**config.mk**
```make
export PLATFORM = sky130hd
export DESIGN_NAME = cfs_top
export DESIGN_NICKNAME = d
export VERILOG_FILES = /design/src/rtl/cfs_pkg.sv /design/src/rtl/cfs_top.sv /design/src/rtl/cfs_fifo_ptr.sv
export VERILOG_INCLUDE_DIRS = /design/src /design/src/rtl
export SDC_FILE = /design/constraint.sdc
export NUM_CORES = 1
export LEC_CHECK = 0
export BUFFER_PORTS_ARGS = -buffer_cell sky130_fd_sc_hd__buf_2
export CAP_MARGIN = 15
export CORE_UTILIZATION = 62
export DETAILED_ROUTE_END_ITERATION = 7
export PLACE_DENSITY = 0.81
export SYNTH_ARGS = -nofsm -noshare
export SYNTH_HDL_FRONTEND = slang
export SYNTH_SLANG_ARGS = --single-unit
```
**constraint.sdc**
```tcl
create_clock -name clk -period 5.9 [get_ports clk]
set_input_delay 0 -clock clk [delete_from_list [all_inputs] [get_ports clk]]
set_output_delay 0 -clock clk [all_outputs]
set_load 0.01 [all_outputs]
```
**src/rtl/cfs_consts.svh**
```systemverilog
// Constants for the CAN FIFO status and pointer block
//
// Overview of operation
// - Sixteen FIFOs, each with flag, address and index registers.
// - Transmit FIFO: bit 9 is one while at most half full.
// - Transmit FIFO: bit 8 is one while nothing is queued.
// - Flags of the other direction always read zero.
// - Receive FIFO: bit 3 set when a message arrives while full.
// - Receive FIFO: bit 2 is one while every slot is occupied.
// - Receive FIFO: bit 1 is one while at least half full.
// - Receive FIFO: bit 0 is one while any message is held.
// - Level flags are read-only and follow the fill count directly.
// - Transmit FIFO: user address is the head, next slot to write.
// - Receive FIFO: user address is the tail, next slot to read.
// - The two lowest user address bits always read zero.
// - Transmit FIFO: message index is the next slot to transmit.
// - Receive FIFO: message index is the slot for the next reception.
// - Index bits 31 to 5 read zero; index resets to zero.
// - Direction bit 7: one is transmit, zero is receive.
// - Configuration mode means operating mode field equals binary 100.
`ifndef CFS_CONSTS_SVH
`define CFS_CONSTS_SVH

`define CFS_NUM_FIFOS 16
`define CFS_ADDR_W 12

`define CFS_OFF_CTRL 12'h000
`define CFS_OFF_STAT 12'h004
`define CFS_OFF_MASK 12'h008
`define CFS_OFF_ADV 12'h00c
`define CFS_FIFO_PAGE 4'h1
`define CFS_FLD_FLAG 2'h0
`define CFS_FLD_UA 2'h1
`define CFS_FLD_CI 2'h2
`define CFS_FLD_FCTL 2'h3

`define CFS_BIT_TXHALF 9
`define CFS_BIT_TXEMPTY 8
`define CFS_BIT_RXOVFL 3
`define CFS_BIT_RXFULL 2
`define CFS_BIT_RXHALF 1
`define CFS_BIT_RXNE 0
`define CFS_BIT_DIR 7
`define CFS_OPMODE_HI 23
`define CFS_OPMODE_LO 21

`define CFS_OPMODE_CFG 3'h4
`define CFS_OPMODE_RST 3'h4
`define CFS_CI_W 5
`define CFS_UA_ZERO_W 2

`define CFS_RESP_OKAY 2'h0
`define CFS_RESP_SLVERR 2'h2

`endif

```
**src/rtl/cfs_pkg.sv**
```systemverilog
// Types for the CAN FIFO status and pointer block
package cfs_pkg;
  typedef logic [31:0] cfs_word_t;
  typedef logic [2:0] cfs_opmode_t;
  typedef enum logic [3:0] {
    SEL_NONE,
    SEL_CTRL,
    SEL_STAT,
    SEL_MASK,
    SEL_ADV,
    SEL_FLAG,
    SEL_UA,
    SEL_CI,
    SEL_FCTL
  } cfs_sel_t;
endpackage : cfs_pkg

```
**src/rtl/cfs_top.sv**
```systemverilog
// Register slave, flags and interrupts of the sixteen message FIFOs
//
// Chosen here: the AXI4-Lite interface to the registers and the address map.
`timescale 1ns/100ps
`include "cfs_consts.svh"
module cfs_top #(
  parameter int DEPTH = 32,
  parameter int MSG_BYTES = 16,
  parameter logic [31:0] BASE_ADDR = 32'h0000_0000
) (
  input wire logic clk,
  input wire logic rst_n,
  input wire logic [`CFS_ADDR_W-1:0] s_axi_awaddr,
  input wire logic [2:0] s_axi_awprot,
  input wire logic s_axi_awvalid,
  output logic s_axi_awready,
  input wire logic [31:0] s_axi_wdata,
  input wire logic [3:0] s_axi_wstrb,
  input wire logic s_axi_wvalid,
  output logic s_axi_wready,
  output logic [1:0] s_axi_bresp,
  output logic s_axi_bvalid,
  input wire logic s_axi_bready,
  input wire logic [`CFS_ADDR_W-1:0] s_axi_araddr,
  input wire logic [2:0] s_axi_arprot,
  input wire logic s_axi_arvalid,
  output logic s_axi_arready,
  output logic [31:0] s_axi_rdata,
  output logic [1:0] s_axi_rresp,
  output logic s_axi_rvalid,
  input wire logic s_axi_rready,
  input wire logic [`CFS_NUM_FIFOS-1:0] engAdv,
  output logic irq
);
  localparam int NF = `CFS_NUM_FIFOS;
  localparam int IW = $clog2(DEPTH);
  localparam int CW = $clog2(DEPTH + 1);
  localparam logic [CW-1:0] HALF_CNT = CW'(DEPTH / 2);
  localparam logic [CW-1:0] FULL_CNT = CW'(DEPTH);

  // Bus slave state
  logic awready_q;
  logic awready_d;
  logic wready_q;
  logic wready_d;
  logic awHave_q;
  logic awHave_d;
  logic wHave_q;
  logic wHave_d;
  logic [`CFS_ADDR_W-1:0] awAddr_q;
  logic [31:0] wData_q;
  logic [3:0] wStrb_q;
  logic bvalid_q;
  logic bvalid_d;
  logic [1:0] bresp_q;
  logic arready_q;
  logic arready_d;
  logic rvalid_q;
  logic rvalid_d;
  logic [31:0] rdata_q;
  logic [1:0] rresp_q;

  // Software visible state
  cfs_pkg::cfs_opmode_t opmode_q;
  logic [NF-1:0] dir_q;
  logic [NF-1:0] dir_d;
  logic [NF-1:0] intStat_q;
  logic [NF-1:0] intStat_d;
  logic [NF-1:0] intMask_q;
  logic irq_q;

  // Per FIFO status
  logic [IW-1:0] userIdxA [NF];
  logic [IW-1:0] engIdxA [NF];
  logic [CW-1:0] countA [NF];
  logic [31:0] userAddrA [NF];
  logic [NF-1:0] ovflRaw;
  logic [NF-1:0] ovflEvt;
  logic [NF-1:0] engDone;
  logic [NF-1:0] txHalfV;
  logic [NF-1:0] txEmptyV;
  logic [NF-1:0] rxOvflV;
  logic [NF-1:0] rxFullV;
  logic [NF-1:0] rxHalfV;
  logic [NF-1:0] rxNeV;
  logic [NF-1:0] userAdv;
  logic [NF-1:0] ovflClr;

  // Address decode
  function automatic cfs_pkg::cfs_sel_t decode(
    input logic [`CFS_ADDR_W-1:0] a);
    decode = cfs_pkg::SEL_NONE;
    if (a == `CFS_OFF_CTRL)
      decode = cfs_pkg::SEL_CTRL;
    else if (a == `CFS_OFF_STAT)
      decode = cfs_pkg::SEL_STAT;
    else if (a == `CFS_OFF_MASK)
      decode = cfs_pkg::SEL_MASK;
    else if (a == `CFS_OFF_ADV)
      decode = cfs_pkg::SEL_ADV;
    else if (a[11:8] != `CFS_FIFO_PAGE || a[1:0] != 2'h0)
      decode = cfs_pkg::SEL_NONE;
    else if (a[3:2] == `CFS_FLD_FLAG)
      decode = cfs_pkg::SEL_FLAG;
    else if (a[3:2] == `CFS_FLD_UA)
      decode = cfs_pkg::SEL_UA;
    else if (a[3:2] == `CFS_FLD_CI)
      decode = cfs_pkg::SEL_CI;
    else
      decode = cfs_pkg::SEL_FCTL;
  endfunction : decode

  // Write path
  wire awTake = s_axi_awvalid && awready_q;
  wire wTake = s_axi_wvalid && wready_q;
  wire doWr = awHave_q && wHave_q && !bvalid_q;
  wire cfs_pkg::cfs_sel_t wrSel = decode(awAddr_q);
  wire [3:0] wrFifo = awAddr_q[7:4];
  wire [31:0] wrMask = {{8{wStrb_q[3]}}, {8{wStrb_q[2]}},
                        {8{wStrb_q[1]}}, {8{wStrb_q[0]}}};
  wire [31:0] wrData = wData_q & wrMask;
  wire wrCtrl = doWr && wrSel == cfs_pkg::SEL_CTRL && wStrb_q[2];
  wire wrStat = doWr && wrSel == cfs_pkg::SEL_STAT;
  wire wrMaskReg = doWr && wrSel == cfs_pkg::SEL_MASK;
  wire wrAdv = doWr && wrSel == cfs_pkg::SEL_ADV;
  wire wrFlag = doWr && wrSel == cfs_pkg::SEL_FLAG;
  wire wrFctl = doWr && wrSel == cfs_pkg::SEL_FCTL && wStrb_q[0];
  wire cfgMode = (opmode_q == `CFS_OPMODE_CFG);
  wire [NF-1:0] wrFifoDec = NF'(1) << wrFifo;

  assign awHave_d = (awHave_q && !doWr) || awTake;
  assign wHave_d = (wHave_q && !doWr) || wTake;
  assign bvalid_d = (bvalid_q && !s_axi_bready) || doWr;
  assign awready_d = !awHave_d && !bvalid_d;
  assign wready_d = !wHave_d && !bvalid_d;
  assign userAdv = wrAdv ? wrData[NF-1:0] : '0;
  assign ovflClr = (wrFlag && wrData[`CFS_BIT_RXOVFL]) ? wrFifoDec : '0;
  // Direction changes only in configuration mode
  assign dir_d = (wrFctl && cfgMode) ?
                 ((dir_q & ~wrFifoDec) |
                  (wrData[`CFS_BIT_DIR] ? wrFifoDec : '0)) : dir_q;
  // Sticky events, set wins over write-one-to-clear
  assign intStat_d = (ovflEvt | engDone) |
                     (intStat_q & ~(wrStat ? wrData[NF-1:0] : '0));

  always_ff @(posedge clk)
  begin
    if (!rst_n)
    begin
      awready_q <= 1'b0;
      wready_q <= 1'b0;
      awHave_q <= 1'b0;
      wHave_q <= 1'b0;
      awAddr_q <= '0;
      wData_q <= '0;
      wStrb_q <= '0;
      bvalid_q <= 1'b0;
      bresp_q <= `CFS_RESP_OKAY;
    end
    else
    begin
      awready_q <= awready_d;
      wready_q <= wready_d;
      awHave_q <= awHave_d;
      wHave_q <= wHave_d;
      awAddr_q <= awTake ? s_axi_awaddr : awAddr_q;
      wData_q <= wTake ? s_axi_wdata : wData_q;
      wStrb_q <= wTake ? s_axi_wstrb : wStrb_q;
      bvalid_q <= bvalid_d;
      bresp_q <= !doWr ? bresp_q :
                 (wrSel == cfs_pkg::SEL_NONE) ? `CFS_RESP_SLVERR :
                 `CFS_RESP_OKAY;
    end
  end

  always_ff @(posedge clk)
  begin
    if (!rst_n)
    begin
      opmode_q <= `CFS_OPMODE_RST;
      dir_q <= '0;
      intStat_q <= '0;
      intMask_q <= '0;
      irq_q <= 1'b0;
    end
    else
    begin
      opmode_q <= wrCtrl ? wrData[`CFS_OPMODE_HI:`CFS_OPMODE_LO] : opmode_q;
      dir_q <= dir_d;
      intStat_q <= intStat_d;
      intMask_q <= wrMaskReg ? wrData[NF-1:0] : intMask_q;
      irq_q <= |(intStat_q & intMask_q);
    end
  end

  // One pointer block per FIFO
  genvar g;
  generate
    for (g = 0; g < NF; g++)
    begin : gFifo
      cfs_fifo_ptr #(
        .DEPTH(DEPTH),
        .IW(IW),
        .CW(CW)
      ) uPtr (
        .clk(clk),
        .rst_n(rst_n),
        .clear(cfgMode),
        .isTx(dir_q[g]),
        .userAdv(userAdv[g]),
        .engAdv(engAdv[g]),
        .ovflClr(ovflClr[g]),
        .userIdx(userIdxA[g]),
        .engIdx(engIdxA[g]),
        .count(countA[g]),
        .overflow(ovflRaw[g]),
        .ovflEvent(ovflEvt[g]),
        .engDone(engDone[g])
      );
      // Head for transmit, tail for receive
      assign userAddrA[g] = BASE_ADDR +
        32'((g * DEPTH + int'(userIdxA[g])) * MSG_BYTES);
      assign txHalfV[g] = dir_q[g] && countA[g] <= HALF_CNT;
      assign txEmptyV[g] = dir_q[g] && countA[g] == '0;
      assign rxOvflV[g] = !dir_q[g] && ovflRaw[g];
      assign rxFullV[g] = !dir_q[g] && countA[g] == FULL_CNT;
      assign rxHalfV[g] = !dir_q[g] && countA[g] >= HALF_CNT;
      assign rxNeV[g] = !dir_q[g] && countA[g] != '0;
    end
  endgenerate

  // Read path
  wire arTake = s_axi_arvalid && arready_q;
  wire cfs_pkg::cfs_sel_t rdSel = decode(s_axi_araddr);
  wire [3:0] rdFifo = s_axi_araddr[7:4];
  wire [31:0] flagWord = {22'h0, txHalfV[rdFifo], txEmptyV[rdFifo], 4'h0,
                          rxOvflV[rdFifo], rxFullV[rdFifo], rxHalfV[rdFifo],
                          rxNeV[rdFifo]};
  wire [31:0] uaWord = {userAddrA[rdFifo][31:`CFS_UA_ZERO_W],
                        `CFS_UA_ZERO_W'(0)};
  // Engine side slot, upper bits zero
  wire [31:0] ciWord = 32'(engIdxA[rdFifo]);
  wire [31:0] fctlWord = 32'(dir_q[rdFifo]) << `CFS_BIT_DIR;
  wire [31:0] ctrlWord = 32'(opmode_q) << `CFS_OPMODE_LO;
  wire [31:0] rdWord =
    (rdSel == cfs_pkg::SEL_CTRL) ? ctrlWord :
    (rdSel == cfs_pkg::SEL_STAT) ? 32'(intStat_q) :
    (rdSel == cfs_pkg::SEL_MASK) ? 32'(intMask_q) :
    (rdSel == cfs_pkg::SEL_FLAG) ? flagWord :
    (rdSel == cfs_pkg::SEL_UA) ? uaWord :
    (rdSel == cfs_pkg::SEL_CI) ? ciWord :
    (rdSel == cfs_pkg::SEL_FCTL) ? fctlWord : 32'h0000_0000;

  assign rvalid_d = (rvalid_q && !s_axi_rready) || arTake;
  assign arready_d = !rvalid_d;

  always_ff @(posedge clk)
  begin
    if (!rst_n)
    begin
      arready_q <= 1'b0;
      rvalid_q <= 1'b0;
      rdata_q <= '0;
      rresp_q <= `CFS_RESP_OKAY;
    end
    else
    begin
      arready_q <= arready_d;
      rvalid_q <= rvalid_d;
      rdata_q <= arTake ? rdWord : rdata_q;
      rresp_q <= !arTake ? rresp_q :
                 (rdSel == cfs_pkg::SEL_NONE) ? `CFS_RESP_SLVERR :
                 `CFS_RESP_OKAY;
    end
  end

  assign s_axi_awready = awready_q;
  assign s_axi_wready = wready_q;
  assign s_axi_bvalid = bvalid_q;
  assign s_axi_bresp = bresp_q;
  assign s_axi_arready = arready_q;
  assign s_axi_rvalid = rvalid_q;
  assign s_axi_rdata = rdata_q;
  assign s_axi_rresp = rresp_q;
  assign irq = irq_q;

  // Checks
  logic rdCi_q;
  logic rdUa_q;
  always_ff @(posedge clk)
  begin
    if (!rst_n)
    begin
      rdCi_q <= 1'b0;
      rdUa_q <= 1'b0;
    end
    else if (arTake)
    begin
      rdCi_q <= (rdSel == cfs_pkg::SEL_CI);
      rdUa_q <= (rdSel == cfs_pkg::SEL_UA);
    end
  end

  dir_gating_a: assert property (@(posedge clk) disable iff (!rst_n)
    ((txHalfV | txEmptyV) & ~dir_q) == '0 &&
    ((rxOvflV | rxFullV | rxHalfV | rxNeV) & dir_q) == '0)
    else $error("Flag of the other direction is set");

  tx_empty_a: assert property (@(posedge clk) disable iff (!rst_n)
    dir_q[1] && countA[1] == '0 |-> txEmptyV[1] && txHalfV[1])
    else $error("Empty transmit FIFO does not show empty");

  tx_half_a: assert property (@(posedge clk) disable iff (!rst_n)
    dir_q[1] && countA[1] == HALF_CNT + 1'b1 |-> !txHalfV[1])
    else $error("Transmit half empty set above half");

  rx_full_a: assert property (@(posedge clk) disable iff (!rst_n)
    !dir_q[0] && countA[0] == FULL_CNT |->
    rxFullV[0] && rxHalfV[0] && rxNeV[0])
    else $error("Full receive FIFO flags wrong");

  rx_half_a: assert property (@(posedge clk) disable iff (!rst_n)
    !dir_q[0] && countA[0] == HALF_CNT - 1'b1 |-> !rxHalfV[0])
    else $error("Receive half full set below half");

  ovfl_set_a: assert property (@(posedge clk) disable iff (!rst_n)
    !dir_q[0] && countA[0] == FULL_CNT && engAdv[0] && !cfgMode && !userAdv[0]
    |=> rxOvflV[0] && $stable(countA[0]))
    else $error("Overflow not flagged or full FIFO changed");

  idx_wrap_a: assert property (@(posedge clk) disable iff (!rst_n)
    engDone[0] && engIdxA[0] == IW'(DEPTH - 1) |=> engIdxA[0] == '0)
    else $error("Engine index does not wrap");

  cfg_clear_a: assert property (@(posedge clk) disable iff (!rst_n)
    cfgMode |=> countA[0] == '0 && engIdxA[0] == '0 && userIdxA[0] == '0)
    else $error("Configuration mode did not clear pointers");

  ci_upper_a: assert property (@(posedge clk) disable iff (!rst_n)
    s_axi_rvalid && rdCi_q |-> s_axi_rdata[31:`CFS_CI_W] == '0)
    else $error("Message index upper bits not zero");

  ua_align_a: assert property (@(posedge clk) disable iff (!rst_n)
    s_axi_rvalid && rdUa_q |-> s_axi_rdata[1:0] == 2'h0)
    else $error("User address not aligned");

  irq_follow_a: assert property (@(posedge clk) disable iff (!rst_n)
    ##1 irq == $past(|(intStat_q & intMask_q)))
    else $error("Interrupt output does not follow masked status");

  wr_resp_a: assert property (@(posedge clk) disable iff (!rst_n)
    awTake && wTake |-> ##[1:2] s_axi_bvalid)
    else $error("Write response late");

  ovfl_seen_c: cover property (@(posedge clk) disable iff (!rst_n)
    ovflEvt[0] ##1 rxOvflV[0]);
  tx_drain_c: cover property (@(posedge clk) disable iff (!rst_n)
    dir_q[1] && !txEmptyV[1] ##[1:40] txEmptyV[1]);
  rd_ci_c: cover property (@(posedge clk) disable iff (!rst_n)
    s_axi_rvalid && s_axi_rready && rdCi_q);
  irq_c: cover property (@(posedge clk) disable iff (!rst_n)
    !irq ##1 irq);
endmodule : cfs_top

```
**src/rtl/cfs_fifo_ptr.sv**
```systemverilog
// Fill count, pointers and overflow of one message FIFO
`timescale 1ns/100ps
module cfs_fifo_ptr #(
  parameter int DEPTH = 32,
  parameter int IW = $clog2(DEPTH),
  parameter int CW = $clog2(DEPTH + 1)
) (
  input wire logic clk,
  input wire logic rst_n,
  input wire logic clear,
  input wire logic isTx,
  input wire logic userAdv,
  input wire logic engAdv,
  input wire logic ovflClr,
  output logic [IW-1:0] userIdx,
  output logic [IW-1:0] engIdx,
  output logic [CW-1:0] count,
  output logic overflow,
  output logic ovflEvent,
  output logic engDone
);
  localparam logic [CW-1:0] FULL_CNT = CW'(DEPTH);
  localparam logic [IW-1:0] LAST_IDX = IW'(DEPTH - 1);

  logic [IW-1:0] userIdx_q;
  logic [IW-1:0] userIdx_d;
  logic [IW-1:0] engIdx_q;
  logic [IW-1:0] engIdx_d;
  logic [CW-1:0] count_q;
  logic [CW-1:0] count_d;
  logic ovfl_q;
  logic ovfl_d;
  wire full = (count_q == FULL_CNT);
  wire empty = (count_q == '0);
  wire userOk = userAdv && !clear && (isTx ? !full : !empty);
  wire engOk = engAdv && !clear && (isTx ? !empty : !full);
  wire fill = isTx ? userOk : engOk;
  wire drain = isTx ? engOk : userOk;

  // Slot advance with wrap
  function automatic logic [IW-1:0] nextIdx(input logic [IW-1:0] i);
    nextIdx = (i == LAST_IDX) ? '0 : i + 1'b1;
  endfunction : nextIdx

  assign ovflEvent = engAdv && !clear && !isTx && full;
  assign engDone = engOk;
  assign userIdx_d = clear ? '0 : (userOk ? nextIdx(userIdx_q) : userIdx_q);
  assign engIdx_d = clear ? '0 : (engOk ? nextIdx(engIdx_q) : engIdx_q);
  assign count_d = clear ? '0 :
                   (fill && !drain) ? count_q + 1'b1 :
                   (drain && !fill) ? count_q - 1'b1 : count_q;
  // Set wins over ovflClr in the same cycle, but clear wins over the set
  assign ovfl_d = ovflEvent || (ovfl_q && !ovflClr && !clear);

  always_ff @(posedge clk)
  begin
    if (!rst_n)
    begin
      userIdx_q <= '0;
      engIdx_q <= '0;
      count_q <= '0;
      ovfl_q <= 1'b0;
    end
    else
    begin
      userIdx_q <= userIdx_d;
      engIdx_q <= engIdx_d;
      count_q <= count_d;
      ovfl_q <= ovfl_d;
    end
  end

  assign userIdx = userIdx_q;
  assign engIdx = engIdx_q;
  assign count = count_q;
  assign overflow = ovfl_q;
endmodule : cfs_fifo_ptr

```
**Word-level counts from Yosys, hierarchy flattened**

Index checks and enable logic that the tools add are counted.

- Add/sub/neg operators: 79
- $lt $le $gt $ge: 34
- Equal/unequal tests: 74
- Shift operators: 1
- Muxes and demuxes: 177
- Bitwise logic cells: 11
- Reductions and logical operators: 462

Operator list:

| cell | number |
|---|---|
| logical AND 1 bit | 277 |
| 2-to-1 mux 32 bit | 7 |
| 2-to-1 mux 6 bit | 32 |
| 2-to-1 mux 5 bit | 34 |
| adder 5 x 1 -> 5 bit, second input constant | 32 |
| == test 5 bit, second input constant | 32 |
| binary-select mux 32 bit (select 4 bit) | 1 |
| zero test 1 bit | 105 |
| adder 6 x 1 -> 6 bit, second input constant | 16 |
| == test 6 bit, second input constant | 16 |
| >= comparator 6 x 5 -> 1 bit, second input constant | 16 |
| <= comparator 6 x 5 -> 1 bit, second input constant | 16 |
| zero test 6 bit | 16 |
| nonzero test 6 bit | 16 |
| subtractor 6 x 1 -> 6 bit, second input constant | 16 |
| adder 9 x 5 -> 10 bit, first input constant | 8 |
| 2-to-1 mux 1 bit | 71 |
| 2-to-1 mux 16 bit | 4 |
| 2-to-1 mux 4 bit | 16 |
| AND 16 bit | 3 |
| == test 12 x 4 -> 1 bit, second input constant | 4 |
| OR 16 bit | 3 |
| adder 8 x 5 -> 9 bit, first input constant | 4 |
| nonzero test 2 bit | 18 |
| 28 further kinds | 75 |

- Bits in registers: 406
- Input bits: 89
- Output and inout port bits: 42
- Logic and storage cells: 920

**Logic depth before layout (Yosys ltp)**

- Depth in word-level cells: 19
- Depth in mapped cells: 21
- Mapped depth without buffers: 19

**Modules after synthesis**

A second synthesis with hierarchy kept.

- Cells, all modules: 3107
- Area, all modules: 26909.6 um^2

By module, submodules not included:

| module | times used | cells each | area an instance (um^2) | sequential area each (um^2) |
|---|---|---|---|---|
| cfs_fifo_ptr | 16 | 129 | 1137.3 | 340.3 |
| cfs_top | 1 | 1043 | 8712.1 | 2282.2 |

**Least setup slack after synthesis**

No wires, ideal clock.

- Kind: reg-to-reg
- Start: reg awAddr_q[2]
- End: reg gFifo[14].uPtr.count_q[5]
- Library setup time: 0.070 ns
- Arrival: 3.999 ns
- Data required time: 5.830 ns
- Path slack: 1.831 ns
- Cell stages (with the launch flop): 21
- Buffers on the path: 2
- Clock period less this slack: 4.069 ns
- Path through: dfxtp_1 -> inv_1 -> ha_1 -> nor3_1 -> nor3_2 -> nor4b_4 -> nand4_4 -> buf_6 -> a311o_1 -> clkbuf_1 -> mux2i_1 -> ha_1 -> inv_1 -> ha_1 -> a21o_1 -> a21oi_1 -> o21bai_1 -> a21oi_1 -> xnor2_1 -> or3_1 -> a21oi_1

- Longest elaborated chain between the ends: 18
- Elaborated cells on any way between the ends: 28
- Classes of those cells: 6 x eq/ne; 12 x mux; 10 x reduce/logical

RTL lines:

| what | line | RTL |
|---|---|---|
| from (decl) | cfs_top.sv:50 | `` logic [`CFS_ADDR_W-1:0] awAddr_q; `` |
| from (signal assigned) | cfs_top.sv:166 | `awAddr_q <= awTake ? s_axi_awaddr : awAddr_q;` |
| == test 2 bit (no source line) | -- |  |
| 2-to-1 mux 4 bit | cfs_top.sv:107 | `` else if (a[3:2] == `CFS_FLD_CI) `` |
| 2-to-1 mux 4 bit | cfs_top.sv:105 | `` else if (a[3:2] == `CFS_FLD_UA) `` |
| 2-to-1 mux 4 bit | cfs_top.sv:103 | `` else if (a[3:2] == `CFS_FLD_FLAG) `` |
| 2-to-1 mux 4 bit | cfs_top.sv:101 | `` else if (a[11:8] != `CFS_FIFO_PAGE \|\| a[1:0] != 2'h0) `` |
| 2-to-1 mux 4 bit | cfs_top.sv:99 | `` else if (a == `CFS_OFF_ADV) `` |
| 2-to-1 mux 4 bit | cfs_top.sv:97 | `` else if (a == `CFS_OFF_MASK) `` |
| 2-to-1 mux 4 bit | cfs_top.sv:95 | `` else if (a == `CFS_OFF_STAT) `` |
| 2-to-1 mux 4 bit * | cfs_top.sv:93 | `` if (a == `CFS_OFF_CTRL) `` |
| == test 4 x 3 -> 1 bit * | cfs_top.sv:125 | `wire wrAdv = doWr && wrSel == cfs_pkg::SEL_ADV;` |
| logical AND 1 bit * | cfs_top.sv:125 |  |
| 2-to-1 mux 16 bit * | cfs_top.sv:136 | `assign userAdv = wrAdv ? wrData[NF-1:0] : '0;` |
| logical AND 1 bit * (2 in series) | cfs_fifo_ptr.sv:35 | `wire userOk = userAdv && !clear && (isTx ? !full : !empty);` |
| 2-to-1 mux 1 bit (on tied branches) | cfs_fifo_ptr.sv:38, cfs_fifo_ptr.sv:37 |  |
| zero test 1 bit (on tied branches) | cfs_fifo_ptr.sv:50, cfs_fifo_ptr.sv:51 |  |
| logical AND 1 bit (on tied branches) | cfs_fifo_ptr.sv:50, cfs_fifo_ptr.sv:51 |  |
| 2-to-1 mux 6 bit or nonzero test 2 bit (tied branches) | -- |  |
| to (signal assigned) | cfs_fifo_ptr.sv:68 | `count_q <= count_d;` |
| to (decl) | cfs_fifo_ptr.sv:29 | `logic [CW-1:0] count_q;` |

Mark *: on every way between the ends. The rest lies on a longest branch, timed or not.
A chain may end at the register's enable or synchronous reset.

**Final worst setup path**

- Start: reg awAddr_q[2]
- End: reg gFifo[2].uPtr.count_q[5]

- Longest elaborated chain between the ends: 18
- Elaborated cells on any way between the ends: 28
- Classes of those cells: 6 x eq/ne; 12 x mux; 10 x reduce/logical

RTL lines:

| what | line |
|---|---|
| == test 2 bit (no source line) | -- |
| 2-to-1 mux 4 bit | cfs_top.sv:107 |
| 2-to-1 mux 4 bit | cfs_top.sv:105 |
| 2-to-1 mux 4 bit | cfs_top.sv:103 |
| 2-to-1 mux 4 bit | cfs_top.sv:101 |
| 2-to-1 mux 4 bit | cfs_top.sv:99 |
| 2-to-1 mux 4 bit | cfs_top.sv:97 |
| 2-to-1 mux 4 bit | cfs_top.sv:95 |
| 2-to-1 mux 4 bit * | cfs_top.sv:93 |
| == test 4 x 3 -> 1 bit * | cfs_top.sv:125 |
| logical AND 1 bit * | cfs_top.sv:125 |
| 2-to-1 mux 16 bit * | cfs_top.sv:136 |
| logical AND 1 bit * (2 in series) | cfs_fifo_ptr.sv:35 |
| 2-to-1 mux 1 bit (on tied branches) | cfs_fifo_ptr.sv:38, cfs_fifo_ptr.sv:37 |
| zero test 1 bit (on tied branches) | cfs_fifo_ptr.sv:50, cfs_fifo_ptr.sv:51 |
| logical AND 1 bit (on tied branches) | cfs_fifo_ptr.sv:50, cfs_fifo_ptr.sv:51 |
| 2-to-1 mux 6 bit or nonzero test 2 bit (tied branches) | -- |
| to (signal assigned) | cfs_fifo_ptr.sv:68 |
| to (decl) | cfs_fifo_ptr.sv:29 |

Marks and branches as above.

==> flow_metrics.tcl <==
set metrics [dict create \
    status "finished, final reports clean" \
    routed_wl_mm 65.5 \
    period_share 0.850 \
    vias_per_cell 6.40 \
    synth_warnings 0 \
    synth.area.top_cells "dfxtp_1 (33%), ha_1 (8.5%), a21oi_1 (8.1%), mux4_2 (5.5%), nor2_1 (5.5%)" \
    rsz0062_at_grt "no" \
    ys_types 78 \
    cts.clk_slew.worst_paths_ns 0.06 \
    leakagePower_nw 9.92 \
    dpl.cell_count 3229 \
    async_flop_share 0 \
    remaining_drc_errors 0 \
    hpwlAfterDp_mm 46.7 \
    die_area_mm2 0.0383 \
    synthAdderAreaFrac 0.0987 \
    synth_seq_cells 386 \
    synth.top_cell.area_share 0.332 \
    final_cell_count_no_fill 3361 \
    synth_simple_gate_area_frac 0.225 \
    core_area_mm2 0.0368 \
    cp-end-kind "flop" \
    synthXorXnorAreaFrac 0.0331 \
    arrival_ns 5.52 \
    fill_cells 2894 \
    setup_tns_ns 0 \
    synth_top_family_by_area "simple AND/OR/NAND/NOR gates" \
    syn_area_mm2 0.0233 \
    num_io_pins 131 \
    routedWlPerCell_um 19.5 \
    gr-usage-all-layers 0.339 \
    slew_headroom 0.335 \
    power_density_mw_per_mm2 223 \
    layout_setup_ws_ns 0.886 \
    antenna_found_initial 0 \
    seq_area_frac_synth 0.332 \
    cts_tree "done" \
    cts_setup_buffers 0 \
    path_class "flop to flop" \
    synth_compound_area_frac 0.177 \
    drtIter0Drc 2010 \
    drv_slew 0 \
    rows 70 \
    fmax_mhz 199 \
    drtPass1Iterations 6 \
    synth-edff-count 0 \
    cp_max_fo 17 \
    clk_path_buf_depth 3 \
    first_global_vias 20100 \
    cts-buffers-inserted 42 \
    synth-main-ff-cell "dfxtp_1" \
    gp_congestion 1.03 \
    yosys.area.top_type "dfxtp_1" \
    start_util 0.633 \
    layout_common_cells "dfxtp_1 (386), a21oi_1 (375), nor2_1 (339), nand2_1 (259), ha_1 (158)" \
    grt_remaining_overflow 0 \
    min_period_ns 5.01 \
    skew_ns 0.0182 \
    worstMarginPinSlew_ns 0.983 \
    cp_data_required_time_ns 6.41 \
    ant_nets 0 \
    vias 21500 \
    fp.dieW_um 196 \
    drive_above_1_share 0.0899 \
    layout_commonest_cell "dfxtp_1" \
    grt_pass1_wl_mm 105 \
    avgSynthCellArea_um2 8.26 \
    muxShareOfSynthArea 0.0875 \
    total_power_mw 5.75 \
    clk_latency_ns 0.59 \
    fin_nets 3121 \
    clock-root-buffer "clkbuf_16" \
    grt_max_degree 112 \
    pre_cts_slack_ns 0.986 \
    hold_class "input pin to flop" \
    area_growth_pct 10.6 \
    setup_violations 0 \
    max_cap_violations 0 \
    numPortBuffers 95 \
    netlist_instances 2817 \
    fp.dieH_um 196 \
    hold_viol 0 \
    ir_drop_v 0.000222 \
    cts.sinks 386 \
    h-tree-depth 2 \
    start_kind "flop" \
]
-- metal layers --
metal  wire length, µm  share of wire  global-route usage
met1             26800           0.41               0.431
met2             31300           0.48               0.575
met3              5010          0.076              0.0550
met4              2440          0.037               0.137
met5                 0              0                   0
-- area by class of cell --
class,count,area [µm²],area share
diodes,2,5.00,0.000194
clock buffers,54,1140,0.0441
clock inverters,23,329,0.0128
inverters,86,323,0.0125
multi-input cells,2184,14500,0.564
flip-flops and latches,386,7730,0.300
well taps,468,586,0.0227
repair buffers,158,1110,0.0431
-- power breakdown --
group / switching, mW / total [mW] / internal (mW) / leakage, nW
clock network: 1.15 / 2.83 / 1.68 / 0.703
logic: 0.167 / 0.272 / 0.105 / 6.11
registers: 0.0239 / 2.65 / 2.62 / 3.11
total: 1.34 / 5.75 / 4.41 / 9.92
-- cell families (layout without fill, tap and decap cells) --
logic type	count (synthesis)	after routing
simple gates	1056	1056
fa+ha+maj	174	174
mux	132	132
compound gates	719	719
buf+inv	261	321
flops	386	386
xor+xnor	88	88
other cells	1	17
-- path summary, 6_finish.rpt --
| check | to | start | depth (start not counted) | slack [ns] |
|---|---|---|---|---|
| setup / recovery | gFifo[2].uPtr.count[5] | awAddr_q[2] | 18 | 0.89 |
| hold / removal | awHave_q | s_axi_awvalid | 3 | 0.03 |
| setup reg to reg | gFifo[2].uPtr.count[5] | awAddr_q[2] | 18 | 0.89 |
| hold reg to reg | s_axi_rdata[7] | s_axi_rdata[7] | 2 | 0.45 |
-- synthesized netlist by cell type (18+ instances only) --
library cell and number:
inv_1 86, nor3b_1 21, a21oi_1 376, nand3_1 93, buf_2 21, or4_1 38, mux4_2 57, nor2_1 339
a221oi_1 18, nor3_1 43, nand2_1 260, a21o_1 25, clkbuf_1 122, nand2b_1 34, nor2b_1 19, xnor2_1 41
mux2i_1 73, xor2_1 47, a31oi_1 40, or3_1 48, ha_1 158, dfxtp_1 386, and3_1 57, o21ai_0 156
-- flip-flops by register name, indices dropped and copies added (netlist names), 12 cells and up, named ones only --
name	count
awAddr_q	12
gFifo.uPtr.count	96
gFifo.uPtr.engIdx	80
gFifo.uPtr.overflow	16
gFifo.uPtr.userIdx	80
intMask_q	16
intStat_q	16
s_axi_rdata	19
wData_q	19
-- critical path, cell delays in order (launching register included) --
cell and delay, ns:
dfxtp_1 0.41, inv_1 0.11, ha_1 0.24, nor3_1 0.23
nor3_2 0.10, nor4b_4 0.53, nand4_4 0.41, or3_1 0.72
mux2i_1 0.24, ha_1 0.26, inv_1 0.13, ha_1 0.29
a21o_1 0.17, a21oi_1 0.24, o21bai_1 0.11, a21oi_1 0.19
xnor2_1 0.10, or3_1 0.31, a21oi_1 0.14
-- metrics by stage --
| stage | util | hold WS [ns] | cell area (µm²) |
|---|---|---|---|
| finish | 0.700 | 0.0321 | 25700 |
| global route | 0.700 | 0.0881 | 25700 |
| CTS | 0.700 | 0.0127 | 25700 |
| detailed placement | 0.646 | 0.247 | 23700 |
| global placement | 0.646 | 0.240 | 23700 |
| floorplan | - | 0.136 | 23300 |
-- timing repair --
action,in CTS,in global routing
hold buffers,53,0
gates resized for setup,0,0
hold endpoints to repair,76,0
Note: power is estimated with default switching activity, not from simulation.
